## config.mk

```make
export PLATFORM = sky130hd
export DESIGN_NAME = opas_core
export DESIGN_NICKNAME = d
export VERILOG_FILES = /design/src/common/opas_pkg.sv /design/src/verilog/opas_core.sv /design/src/verilog/opas_rng.sv
export SDC_FILE = /design/constraint.sdc
export NUM_CORES = 1
export LEC_CHECK = 0
export BUFFER_PORTS_ARGS = -buffer_cell sky130_fd_sc_hd__buf_2
export CAP_MARGIN = 15
export CORE_MARGIN = 2
export CORE_UTILIZATION = 54
export DETAILED_ROUTE_END_ITERATION = 8
export GPL_TIMING_DRIVEN = 0
export PLACE_DENSITY_LB_ADDON = 0.3
export SLEW_MARGIN = 20
export SYNTH_ARGS = -nofsm -noshare
export SYNTH_HDL_FRONTEND = slang
export SYNTH_SLANG_ARGS = --single-unit
```

## constraint.sdc

```tcl
create_clock -name sys_clk -period 4.6 [get_ports sys_clk]
set_input_delay 0.46 -clock sys_clk [delete_from_list [all_inputs] [get_ports sys_clk]]
set_output_delay 0.46 -clock sys_clk [all_outputs]
set_load 0.03 [all_outputs]
```

## src/common/opas_pkg.sv

```systemverilog
// Purpose: Shared constants and types for operand addressing and skip timing
// Assumes: APB register access, one clock, 32-bit data
// Notes: Offsets are byte addresses of aligned words
package opas_pkg;
   // Register offsets
   localparam logic [7:0]  OFS_CTRL = 8'h00;
   localparam logic [7:0]  OFS_REGA = 8'h04;
   localparam logic [7:0]  OFS_OPND = 8'h08;
   localparam logic [7:0]  OFS_DRES = 8'h0C;
   localparam logic [7:0]  OFS_PC   = 8'h10;
   localparam logic [7:0]  OFS_TGT  = 8'h14;
   localparam logic [7:0]  OFS_BRES = 8'h18;
   localparam logic [7:0]  OFS_SKIP = 8'h1C;
   localparam logic [31:0] CTRL_RST = 32'h0000_0000;
   // Field positions
   localparam int CT_BE   = 0;
   localparam int CT_BS   = 4;
   localparam int CT_RE   = 8;
   localparam int CT_RS   = 9;
   localparam int CT_CK   = 12;
   localparam int RA_SEL  = 12;
   localparam int RA_PAIR = 15;
   localparam int OP_CLS  = 0;
   localparam int OP_WIDE = 3;
   localparam int OP_BIT  = 4;
   localparam int OP_ADR  = 8;
   localparam int TG_KND  = 16;
   localparam int SK_TKN  = 4;
   localparam int SK_LEN  = 5;
   localparam int SK_TBL  = 7;
   localparam int SK_TOT  = 8;
   localparam int RS_ERR  = 16;
   // Banks and register indices
   localparam logic [3:0]  BANK_0  = 4'h0;
   localparam logic [3:0]  BANK_15 = 4'hF;
   localparam logic [3:0]  IX_D    = 4'h4;
   localparam logic [3:0]  IX_E    = 4'h5;
   localparam logic [3:0]  IX_H    = 4'h6;
   localparam logic [3:0]  IX_L    = 4'h7;
   // Operand ranges
   localparam logic [11:0] FB_LO   = 12'hFB0;
   localparam logic [11:0] FB_HI   = 12'hFBF;
   localparam logic [11:0] FF_LO   = 12'hFF0;
   localparam logic [11:0] FF_HI   = 12'hFFF;
   localparam logic [11:0] PM_LO   = 12'hFC0;
   localparam logic [15:0] RN_LO   = 16'hFFF1;
   localparam logic [15:0] RN_HI   = 16'hFFFF;
   localparam logic [15:0] RP_LO   = 16'h0002;
   localparam logic [15:0] RP_HI   = 16'h0010;
   localparam logic [11:0] CB_TOP  = 12'hF7F;
   localparam logic [2:0]  CB_BLKA = 3'h5;
   localparam logic [2:0]  CB_BLKB = 3'h7;
   localparam logic [15:0] FA_HI   = 16'h07FF;
   localparam logic [15:0] TA_LO   = 16'h0020;
   localparam logic [15:0] TA_HI   = 16'h007F;
   localparam logic [15:0] AB_HI   = 16'h3F7F;
   localparam logic [15:0] A1_HI   = 16'h7F7F;
   localparam logic [15:0] ZERO16  = 16'h0000;
   // Skip cycle additions
   localparam logic [1:0]  LEN_3B  = 2'h2;
   localparam logic [4:0]  S_NONE  = 5'h00;
   localparam logic [4:0]  S_SHORT = 5'h01;
   localparam logic [4:0]  S_LONG  = 5'h02;
   // System clocks per machine cycle, by clock select
   localparam logic [6:0]  CK_DIV [4] = '{7'h40, 7'h20, 7'h10, 7'h04};
   typedef enum logic [2:0] {
      CLS_MEM, CLS_HL, CLS_HLINC, CLS_HLDEC, CLS_DE, CLS_DL, CLS_FMEM, CLS_PMEM
   } opas_cls_t;
   typedef enum logic [2:0] {
      BK_REL, BK_CADDR, BK_FADDR, BK_TADDR, BK_ABS, BK_ABS1
   } opas_bk_t;
   typedef struct packed {
      logic [3:0] bank;
      logic [7:0] addr;
      logic [1:0] bitsel;
      logic       wide;
   } opas_dmem_t;
endpackage

```

## src/verilog/opas_core.sv

```systemverilog
// Purpose: Operand addressing, bank selection and skip timing
// Assumes: APB master, inputs synchronous to sys_clk
// Notes: Illegal operands are flagged and loaded into dmem_q but never requested
//
// Our own choices: the address map and the APB slave port.
`timescale 1ns/10ps
`default_nettype none
module opas_core
   import opas_pkg::*;
#(
   parameter int TICK_W = 7
) (
   // Clock and reset
   input  wire logic        sys_clk,
   input  wire logic        rst,
   // APB slave
   input  wire logic        psel,
   input  wire logic        penable,
   input  wire logic        pwrite,
   input  wire logic [7:0]  paddr,
   input  wire logic [31:0] pwdata,
   output logic [31:0]      prdata,
   output logic             pready,
   output logic             pslverr,
   // Data memory side
   output opas_dmem_t       dmem_q,
   output logic             dmem_req_q,
   // Program memory side
   output logic [14:0]      pmem_addr_q,
   output logic             pmem_req_q,
   // Machine cycle
   output logic             mcyc_tick_q
);
   if (TICK_W < 7) begin : g_chk
      $error("TICK_W must hold the largest clock divisor");
   end

   logic [31:0]     ctrl_q;
   logic [3:0]      rf_q [16];
   logic [3:0]      rf_d [16];
   logic [3:0]      ra_q;
   logic            rp_q;
   logic [31:0]     dres_q;
   logic [14:0]     pc_q;
   logic [31:0]     bres_q;
   logic [31:0]     skip_q;
   logic [TICK_W-1:0] cnt_q;

   // Bus decode
   logic acc_first, done, wr;
   logic s_ctrl, s_rega, s_opnd, s_dres, s_pc, s_tgt, s_bres, s_skip, mapped;
   assign acc_first = psel & penable & ~pready;
   assign done      = psel & penable & pready;
   assign wr        = done & pwrite;
   assign s_ctrl    = paddr == OFS_CTRL;
   assign s_rega    = paddr == OFS_REGA;
   assign s_opnd    = paddr == OFS_OPND;
   assign s_dres    = paddr == OFS_DRES;
   assign s_pc      = paddr == OFS_PC;
   assign s_tgt     = paddr == OFS_TGT;
   assign s_bres    = paddr == OFS_BRES;
   assign s_skip    = paddr == OFS_SKIP;
   assign mapped    = s_ctrl | s_rega | s_opnd | s_dres | s_pc | s_tgt | s_bres | s_skip;

   // Register file view, pair mode reads high nibble first
   logic [3:0] ra_idx_hi, ra_idx_lo;
   logic [7:0] ra_val;
   assign ra_idx_hi = rp_q ? {ra_q[2], ra_q[1:0], 1'b0} : {1'b0, ra_q[2:0]};
   assign ra_idx_lo = {ra_q[2], ra_q[1:0], 1'b1};
   assign ra_val    = rp_q ? {rf_q[ra_idx_hi], rf_q[ra_idx_lo]} : {4'h0, rf_q[ra_idx_hi]};

   logic [31:0] rdata;
   assign rdata = s_ctrl ? ctrl_q :
                  s_rega ? {16'h0000, rp_q, ra_q[2:0], 4'h0, ra_val} :
                  s_dres ? dres_q :
                  s_pc   ? {17'h0_0000, pc_q} :
                  s_bres ? bres_q :
                  s_skip ? skip_q : 32'h0000_0000;

   // Control fields
   logic       be;
   logic [3:0] bs;
   logic [1:0] ck_sel;
   assign be     = ctrl_q[CT_BE];
   assign bs     = ctrl_q[CT_BS +: 4];
   assign ck_sel = ctrl_q[CT_CK +: 2];

   // Data operand decode
   opas_cls_t  cls;
   logic [11:0] op_adr;
   logic       is_hl, is_dptr, is_fix, bs_ok;
   logic [3:0] eff_bank;
   logic [7:0] eff_addr;
   assign cls     = opas_cls_t'(pwdata[OP_CLS +: 3]);
   assign op_adr  = pwdata[OP_ADR +: 12];
   assign is_hl   = (cls == CLS_HL) | (cls == CLS_HLINC) | (cls == CLS_HLDEC);
   assign is_dptr = (cls == CLS_DE) | (cls == CLS_DL);
   assign is_fix  = (cls == CLS_FMEM) | (cls == CLS_PMEM);
   assign bs_ok   = (bs[3:2] == 2'h0) | (bs == BANK_15);
   // Bank settles before the access edge
   assign eff_bank = is_dptr ? BANK_0 :
                     is_fix  ? BANK_15 :
                     be      ? bs :
                     (cls == CLS_MEM && op_adr[7]) ? BANK_15 : BANK_0;
   assign eff_addr = is_hl ? {rf_q[IX_H], rf_q[IX_L]} :
                     (cls == CLS_DE) ? {rf_q[IX_D], rf_q[IX_E]} :
                     (cls == CLS_DL) ? {rf_q[IX_D], rf_q[IX_L]} : op_adr[7:0];

   logic fb_hit, ff_hit, pm_hit, fix_err, op_err;
   opas_rng #(.W(12)) u_fb (.val(op_adr), .lo(FB_LO), .hi(FB_HI), .hit(fb_hit));
   opas_rng #(.W(12)) u_ff (.val(op_adr), .lo(FF_LO), .hi(FF_HI), .hit(ff_hit));
   opas_rng #(.W(12)) u_pm (.val(op_adr), .lo(PM_LO), .hi(FF_HI), .hit(pm_hit));
   assign fix_err = ((cls == CLS_FMEM) & ~(fb_hit | ff_hit)) |
                    ((cls == CLS_PMEM) & ~pm_hit);
   // Odd address for an 8-bit access, bad bank select in use, or fix_err
   assign op_err  = (pwdata[OP_WIDE] & eff_addr[0]) |
                    (be & ~is_dptr & ~is_fix & ~bs_ok) | fix_err;

   // Post-modify of L and the resulting skip condition
   logic [3:0] l_now, l_next;
   logic       l_mod, skip_cond;
   assign l_now     = rf_q[IX_L];
   assign l_mod     = cls == CLS_HLINC || cls == CLS_HLDEC;
   assign l_next    = (cls == CLS_HLINC) ? l_now + 4'h1 : l_now - 4'h1;
   assign skip_cond = (cls == CLS_HLINC) ? (l_next == 4'h0) : (l_next == 4'hF);

   logic wr_rega, wr_opnd;
   assign wr_rega = wr & s_rega;
   assign wr_opnd = wr & s_opnd;

   always_comb begin
      rf_d = rf_q;
      if (wr_rega) begin
         if (pwdata[RA_PAIR]) begin
            // Pair select: bit 2 picks the primed set
            rf_d[{pwdata[RA_SEL + 2], pwdata[RA_SEL +: 2], 1'b0}] = pwdata[7:4];
            rf_d[{pwdata[RA_SEL + 2], pwdata[RA_SEL +: 2], 1'b1}] = pwdata[3:0];
         end else begin
            rf_d[{1'b0, pwdata[RA_SEL +: 3]}] = pwdata[3:0];
         end
      end
      if (wr_opnd && l_mod) begin
         rf_d[IX_L] = l_next;
      end
   end

   // Program target decode
   opas_bk_t    knd;
   logic [15:0] tgt, diff;
   logic        rn_hit, rp_hit, fa_hit, ta_hit, ab_hit, a1_hit, cb_err;
   logic [14:0] br_res;
   logic        br_err;
   assign knd  = opas_bk_t'(pwdata[TG_KND +: 3]);
   assign tgt  = pwdata[15:0];
   assign diff = tgt - {1'b0, pc_q};
   opas_rng #(.W(16)) u_rn (.val(diff), .lo(RN_LO), .hi(RN_HI), .hit(rn_hit));
   opas_rng #(.W(16)) u_rp (.val(diff), .lo(RP_LO), .hi(RP_HI), .hit(rp_hit));
   opas_rng #(.W(16)) u_fa (.val(tgt), .lo(ZERO16), .hi(FA_HI), .hit(fa_hit));
   opas_rng #(.W(16)) u_ta (.val({tgt[15:1], 1'b0}), .lo(TA_LO), .hi(TA_HI), .hit(ta_hit));
   opas_rng #(.W(16)) u_ab (.val(tgt), .lo(ZERO16), .hi(AB_HI), .hit(ab_hit));
   opas_rng #(.W(16)) u_a1 (.val(tgt), .lo(ZERO16), .hi(A1_HI), .hit(a1_hit));
   // Two blocks stop short of their top 128 bytes
   assign cb_err = (pc_q[14:12] == CB_BLKA || pc_q[14:12] == CB_BLKB)
                   && (tgt[11:0] > CB_TOP);
   assign br_res = (knd == BK_CADDR) ? {pc_q[14:12], tgt[11:0]} :
                   (knd == BK_FADDR) ? {4'h0, tgt[10:0]} :
                   (knd == BK_TADDR) ? {8'h00, tgt[6:1], 1'b0} : tgt[14:0];
   assign br_err = (knd == BK_REL)   ? ~(rn_hit | rp_hit) :
                   (knd == BK_CADDR) ? (cb_err | (tgt[15:12] != 4'h0)) :
                   (knd == BK_FADDR) ? ~fa_hit :
                   (knd == BK_TADDR) ? ~ta_hit :
                   (knd == BK_ABS)   ? ~ab_hit :
                   (knd == BK_ABS1)  ? ~a1_hit : 1'b1;

   // Skip cycle count
   logic [4:0] s_add, skip_base, skip_tot;
   assign s_add     = ~pwdata[SK_TKN] ? S_NONE :
                      pwdata[SK_TBL] ? S_SHORT :
                      (pwdata[SK_LEN +: 2] == LEN_3B) ? S_LONG : S_SHORT;
   assign skip_base = {1'b0, pwdata[3:0]};
   assign skip_tot  = skip_base + s_add;

   // Machine cycle divider
   logic [TICK_W-1:0] div_m1;
   logic              tick_last;
   assign div_m1    = TICK_W'(CK_DIV[ck_sel] - 7'h01);
   assign tick_last = cnt_q >= div_m1;

   always_ff @(posedge sys_clk or posedge rst) begin
      if (rst) begin
         pready  <= 1'b0;
         pslverr <= 1'b0;
         prdata  <= 32'h0000_0000;
      end else begin
         pready  <= acc_first;
         pslverr <= acc_first & ~mapped;
         if (acc_first) begin
            prdata <= rdata;
         end
      end
   end

   always_ff @(posedge sys_clk or posedge rst) begin
      if (rst) begin
         ctrl_q <= CTRL_RST;
         pc_q   <= 15'h0000;
         ra_q   <= 4'h0;
         rp_q   <= 1'b0;
      end else if (wr) begin
         if (s_ctrl) begin
            ctrl_q <= {18'h0_0000, pwdata[CT_CK +: 2], 1'b0, pwdata[CT_RS +: 2],
                       pwdata[CT_RE], pwdata[CT_BS +: 4], 3'h0, pwdata[CT_BE]};
         end
         if (s_pc) begin
            pc_q <= pwdata[14:0];
         end
         if (s_rega) begin
            ra_q <= {1'b0, pwdata[RA_SEL +: 3]};
            rp_q <= pwdata[RA_PAIR];
         end
      end
   end

   always_ff @(posedge sys_clk or posedge rst) begin
      if (rst) begin
         for (int i = 0; i < 16; i++) begin
            rf_q[i] <= 4'h0;
         end
      end else begin
         rf_q <= rf_d;
      end
   end

   always_ff @(posedge sys_clk or posedge rst) begin
      if (rst) begin
         dres_q     <= 32'h0000_0000;
         dmem_q     <= '0;
         dmem_req_q <= 1'b0;
      end else begin
         dmem_req_q <= wr_opnd & ~op_err;
         if (wr_opnd) begin
            dres_q <= {15'h0000, op_err, l_mod & skip_cond, pwdata[OP_WIDE],
                       pwdata[OP_BIT +: 2], eff_addr, eff_bank};
            dmem_q <= '{bank: eff_bank, addr: eff_addr,
                        bitsel: pwdata[OP_BIT +: 2], wide: pwdata[OP_WIDE]};
         end
      end
   end

   always_ff @(posedge sys_clk or posedge rst) begin
      if (rst) begin
         bres_q      <= 32'h0000_0000;
         pmem_addr_q <= 15'h0000;
         pmem_req_q  <= 1'b0;
         skip_q      <= 32'h0000_0000;
      end else begin
         pmem_req_q <= wr & s_tgt & ~br_err;
         if (wr & s_tgt) begin
            bres_q      <= {15'h0000, br_err, 1'b0, br_res};
            pmem_addr_q <= br_res;
         end
         if (wr & s_skip) begin
            skip_q <= {19'h0_0000, skip_tot, pwdata[7:0]};
         end
      end
   end

   always_ff @(posedge sys_clk or posedge rst) begin
      if (rst) begin
         cnt_q       <= '0;
         mcyc_tick_q <= 1'b0;
      end else begin
         cnt_q       <= tick_last ? '0 : cnt_q + 1'b1;
         mcyc_tick_q <= tick_last;
      end
   end
endmodule
`default_nettype wire

```

## src/verilog/opas_rng.sv

```systemverilog
// Purpose: Inclusive range compare
// Assumes: Unsigned operands
// Notes: Pure combinational
`timescale 1ns/10ps
`default_nettype none
module opas_rng #(
   parameter int W = 16
) (
   // Operand and bounds
   input  wire logic [W-1:0] val,
   input  wire logic [W-1:0] lo,
   input  wire logic [W-1:0] hi,
   // Result
   output logic              hit
);
   assign hit = (val >= lo) && (val <= hi);
endmodule
`default_nettype wire
```

Word-level counts from Yosys, hierarchy flattened --
Index checks and enable logic that the tools add are counted.
Storage, ports and cells: register bits 213, input port bits 45, output and inout bits 67, word-level logic and storage cells 225
Operators by class: $add $sub $neg 6, order comparisons 26, equality and inequality tests 24, multiplexer cells 51, bitwise gates (word level) 56, reductions and logical operators 27
Operators with widths (count):
- bitwise mux 64 bit | 3
- two-way mux 17 bit | 5
- two-way mux 64 bit | 1
- two-way mux 4 bit | 14
- demux 4 bit (select 4 bit) | 3
- two-way mux 15 bit | 3
- >= comparator 12 bit, second input constant | 3
- two-way mux 36 bit | 1
- binary-select mux 4 bit (select 4 bit) | 2
- equality test 8 x 5 -> 1 bit, second input constant | 4
- two-way mux 8 bit | 4
- >= comparator 5 bit, second input constant | 5
- equality test 3 bit, second input constant | 8
- less-or-equal comparator 12 bit, second input constant | 2
- two-way mux 7 bit | 3
- NOT 4 -> 5 bit | 4
- bitwise AND 1 bit | 18
- bitwise OR 1 bit | 18
- equality test 8 x 4 -> 1 bit, second input constant | 2
- >= comparator 16 x 1 -> 1 bit, second input constant | 1
- >= comparator 16 bit, second input constant | 1
- >= comparator 16 x 2 -> 1 bit, second input constant | 1
- >= comparator 16 x 6 -> 1 bit, second input constant | 1
- less-or-equal comparator 16 x 11 -> 1 bit, second input constant | 1
- 36 further kinds | 82

Depth between registers and ports, before layout --
depth in word-level cells 11, mapped depth 12

Modules after synthesis --
A second synthesis with hierarchy kept.
Unflattened totals: cells, all modules 2004, area total of the unflattened synthesis 16988.8 um^2
By module, submodules not included:
- opas_core | instances 1, cells each 1098, area each 10375.0 um^2, sequential area each 4204.0 um^2
- opas_rng (u_a1 ...) | instances 6, cells each 110, area each 807.0 um^2, sequential area each 0.0 um^2
- opas_rng (u_fb ...) | instances 3, cells each 82, area each 590.6 um^2, sequential area each 0.0 um^2

Worst setup path before layout --
No wires, ideal clock.
path type in2reg, start input pwdata[1], end register pmem_req_q, setup time 86 ps, arrival time 3406 ps, data required time 4514 ps, path slack 1109 ps, cell stages on the path 12, buffers on the path 2, cell sequence clkbuf_1 -> inv_1 -> clkbuf_1 -> fa_1 -> nand2b_1 -> a211oi_1 -> nor2_1 -> a311oi_1 -> o211ai_1 -> or4_1 -> or3_1 -> o221ai_2
Between the ends: word-level cells in the longest chain between the ends 11, elaborated cells between the ends (all ways) 34
Ends and longest elaborated chain:
- start: declaration | RTL line opas_core.sv:21 | input wire logic [31:0] pwdata,
- parallel branches: the longest is 8 deep, another holds subtractor 16 x 15 -> 16 bit
- two-way mux 1 bit * | RTL line opas_core.sv:168 | assign br_err = (knd == BK_REL) ? ~(rn_hit | rp_hit) :
- NOT 1 bit * | RTL line opas_core.sv:257 | pmem_req_q <= wr & s_tgt & ~br_err;
- bitwise AND 1 bit * | RTL line opas_core.sv:257
- end signal: assignment | RTL line opas_core.sv:257
- end: declaration | RTL line opas_core.sv:30 | output logic pmem_req_q,
Mark *: on every way between the ends. A chain may end at the register's enable or synchronous reset.

Worst setup path after layout --
Ends and elaborated chain as after synthesis.

==> results.json <==
{
  "status": "finished, violations left",
  "violations": "DRC",
  "die_w_um": 143,
  "synth-async-reset-ratio_pct": 100,
  "r2r_slack_ns": 1.24,
  "crit_chain": "buf_2 -> clkbuf_1 -> inv_1 -> clkbuf_1 -> fa_1 -> nand2b_1 -> a211oi_1 -> nor2_1 -> a311oi_1 -> o211ai_1 -> or4_1 -> or3_1 -> o221ai_2",
  "drive_gt1_share_pct": 25.6,
  "n_antenna_cell": 0,
  "final_period_minus_worst_setup_slack_ns": 3.79,
  "drt-wirelength-per-cell_um": 21.7,
  "synth_ff_type": "dfrtp_1",
  "critPathArrivalTime_ns": 4.15,
  "grt_pass1_vias": 8605,
  "synth_area_sq_mm": 0.0104,
  "ys_warn_count": 0,
  "power_leakage_nw": 5.52,
  "yosysTopAreaCell": "dfrtp_1",
  "antenna_left": 0,
  "worstSetupPathType": "in -> reg",
  "firstDrtPassIters": 9,
  "antenna_found_initial": 0,
  "fmax_mhz": 264,
  "reg2reg_to": "pmem_req_q",
  "ctsRootBufferMaster": "clkbuf_16",
  "cp-end-kind": "flop",
  "die-area_sq_mm": 0.0203,
  "ctsResizeCount": 0,
  "path_max_fanout": 11,
  "hp-class": "in -> async",
  "initial_utilization_pct": 55.2,
  "grt_usage_pct": 31.6,
  "synthTopCellsByArea": "dfrtp_1 41%, mux2_2 9.6%, mux4_2 4.6%",
  "critPathBufInv": 4,
  "powerDensity_mw_per_mm2": 296,
  "fillers": 1541,
  "hold_violations": 0,
  "setup_tns_ns": 0,
  "path_clk_slew_ns": 0.06,
  "critPathTopFamily": "compound AO/OA/AOI/OAI gates",
  "ioPinCount": 112,
  "port_buffers": 81,
  "finalSetupViolations": 0,
  "dp_hpwl_um": 23100,
  "synth_area_per_cell_sq_um": 9.86,
  "cts_buffers": 17,
  "post-cts-setup-buffers": 0,
  "multi_input_area_sq_mm": 0.00550,
  "die_y_um": 143,
  "ir_drop_mv": 0.262,
  "critPathMostFrequentCell": "clkbuf_1",
  "cpPeakStageDelay_ns": 0.53,
  "fin_ws_ns": 0.808,
  "grt.overflow.total": 0,
  "place_ws_ns": 0.363,
  "layout.cells.most_common": "dfrtp_1",
  "regArea_sq_mm": 0.00420,
  "clock_skew_ns": 0.00617,
  "synth_seq_cells": 168,
  "fp.coreArea_sq_mm": 0.0188,
  "clock_path_buffers": 2,
  "rsz0062_at_grt": "no",
  "syn_to_final_growth_pct": 14.3,
  "vias": 8966,
  "rr_startpoint": "pc_q[0]",
  "grt_pass1_wl_um": 48400,
  "rows": 50,
  "cap_violations": 0,
  "clkLatencyLatePin_ns": 0.44,
  "synth-edff-count": 0,
  "cts_sinks": 168,
  "mostFrequentLayoutCells": "168 x dfrtp_1, 124 x nand2_1, 90 x buf_2",
  "vias_per_cell": 6.33,
  "ys_seq_area_share_pct": 40.6,
  "rr_worst_depth": 10,
  "crit_slowest_cell": "fa_1",
  "postCtsHoldBufs": 0,
  "netlist.area_leader.share_pct": 40.6,
  "drt_wl_total_um": 30700,
  "drt_iter0_drc": 947,
  "fin_nets": 1244,
  "fin_crit_sh_pct": 82.4,
  "maxSlewHeadroom_pct": 36.8,
  "worstPathRequired_ns": 4.95,
  "synth_cell_types": 84,
  "worst-slew-pin-transition_ns": 0.924,
  "grt_max_degree": 36,
  "drv_slew": 0,
  "cts_tree": "built",
  "place.gp.congestion": 0.936,
  "start_kind": "input port",
  "synthCells": 1051,
  "drc_errors": 5,
  "htree_levels": 4
}
-- Yosys cell counts, types with 20 or more instances --
cell	count
ha_1	26
mux2i_1	20
o21ai_0	85
clkbuf_1	48
nand2_1	124
dfrtp_1	168
inv_1	32
a22oi_1	21
mux2_2	88
buf_4	45
a21oi_1	55
mux4_2	21
nor2_1	56
-- logic make-up after synthesis --
logic type	synth area share [%]
xor+xnor	1.52
mux	16.1
buf+inv	6.88
compound gates	16.2
simple gates	15.1
other cells	0.0362
fa+ha+maj	3.72
flops	40.6
-- through the flow --
step	cell area, sq um	power, mW	instances	hold slack (ns)	util (%)
after floorplan	10400	1.87	1065	0.424	-
after global placement	11100	1.99	1380	0.439	59.3
after detailed placement	11200	2.01	1385	0.448	59.8
after CTS	11900	3.51	1417	0.138	63.2
after global routing	11900	3.64	1417	0.168	63.2
final	11900	3.51	1417	0.117	63.2
-- area by class of cell --
| cell class | instances | area share [%] |
|---|---|---|
| clock buffer | 24 | 4.06 |
| timing repair buffer | 86 | 4.33 |
| tap | 234 | 2.47 |
| multi-input combinational | 755 | 46.4 |
| clock inverter | 8 | 1.20 |
| inverter | 33 | 1.08 |
| buffer | 109 | 4.97 |
| sequential | 168 | 35.5 |
-- worst reg2reg max path: cells and delay by family (launching register included) --
kind,cells,cell delay (ns)
adder cells (fa/ha/maj),2,0.63
flip-flops,1,0.44
AO/OA/AOI/OAI,4,1.17
AND/OR/NAND/NOR,4,1.03
-- worst max path at each step --
stage / startpoint / endpoint / cells after the start / slack (ns)
5_1_grt: pwdata[1] / pmem_req_q / 13 / 0.40
2_1_floorplan: pwdata[1] / pmem_req_q / 12 / 1.11
6_report: pwdata[1] / pmem_req_q / 13 / 0.81
4_1_cts: pwdata[1] / pmem_req_q / 13 / 0.82
3_5_place_dp: pwdata[1] / pmem_req_q / 13 / 0.36
3_3_place_gp: pwdata[1] / pmem_req_q / 13 / 0.33
-- per-layer routing --
metal,vias up,routed length [um],GRT usage [%]
met3,98,2870,6.97
met2,492,13600,47.6
li1,4019,-,-
met1,4357,13100,44.0
met5,-,0,0
met4,0,1250,13.9
-- flip-flops by register name, summed over array words and instances (netlist names), 2 cells and up --
name,cells
ctrl_q,10
pmem_addr_q,14
skip_q,13
dres_q,6
dmem_q,11
bres_q,2
rf_q,60
ra_q,3
pc_q,15
l_now,4
cnt_q,7
prdata,17
-- where the power goes --
group          total (mW)  leakage (nW)  switching [mW]  internal (mW)
clock                1.53         0.304           0.576          0.949
combinational       0.442          2.92           0.291          0.152
sequential           1.55          2.30          0.0322           1.51
Power figures use the tool's default switching activity.
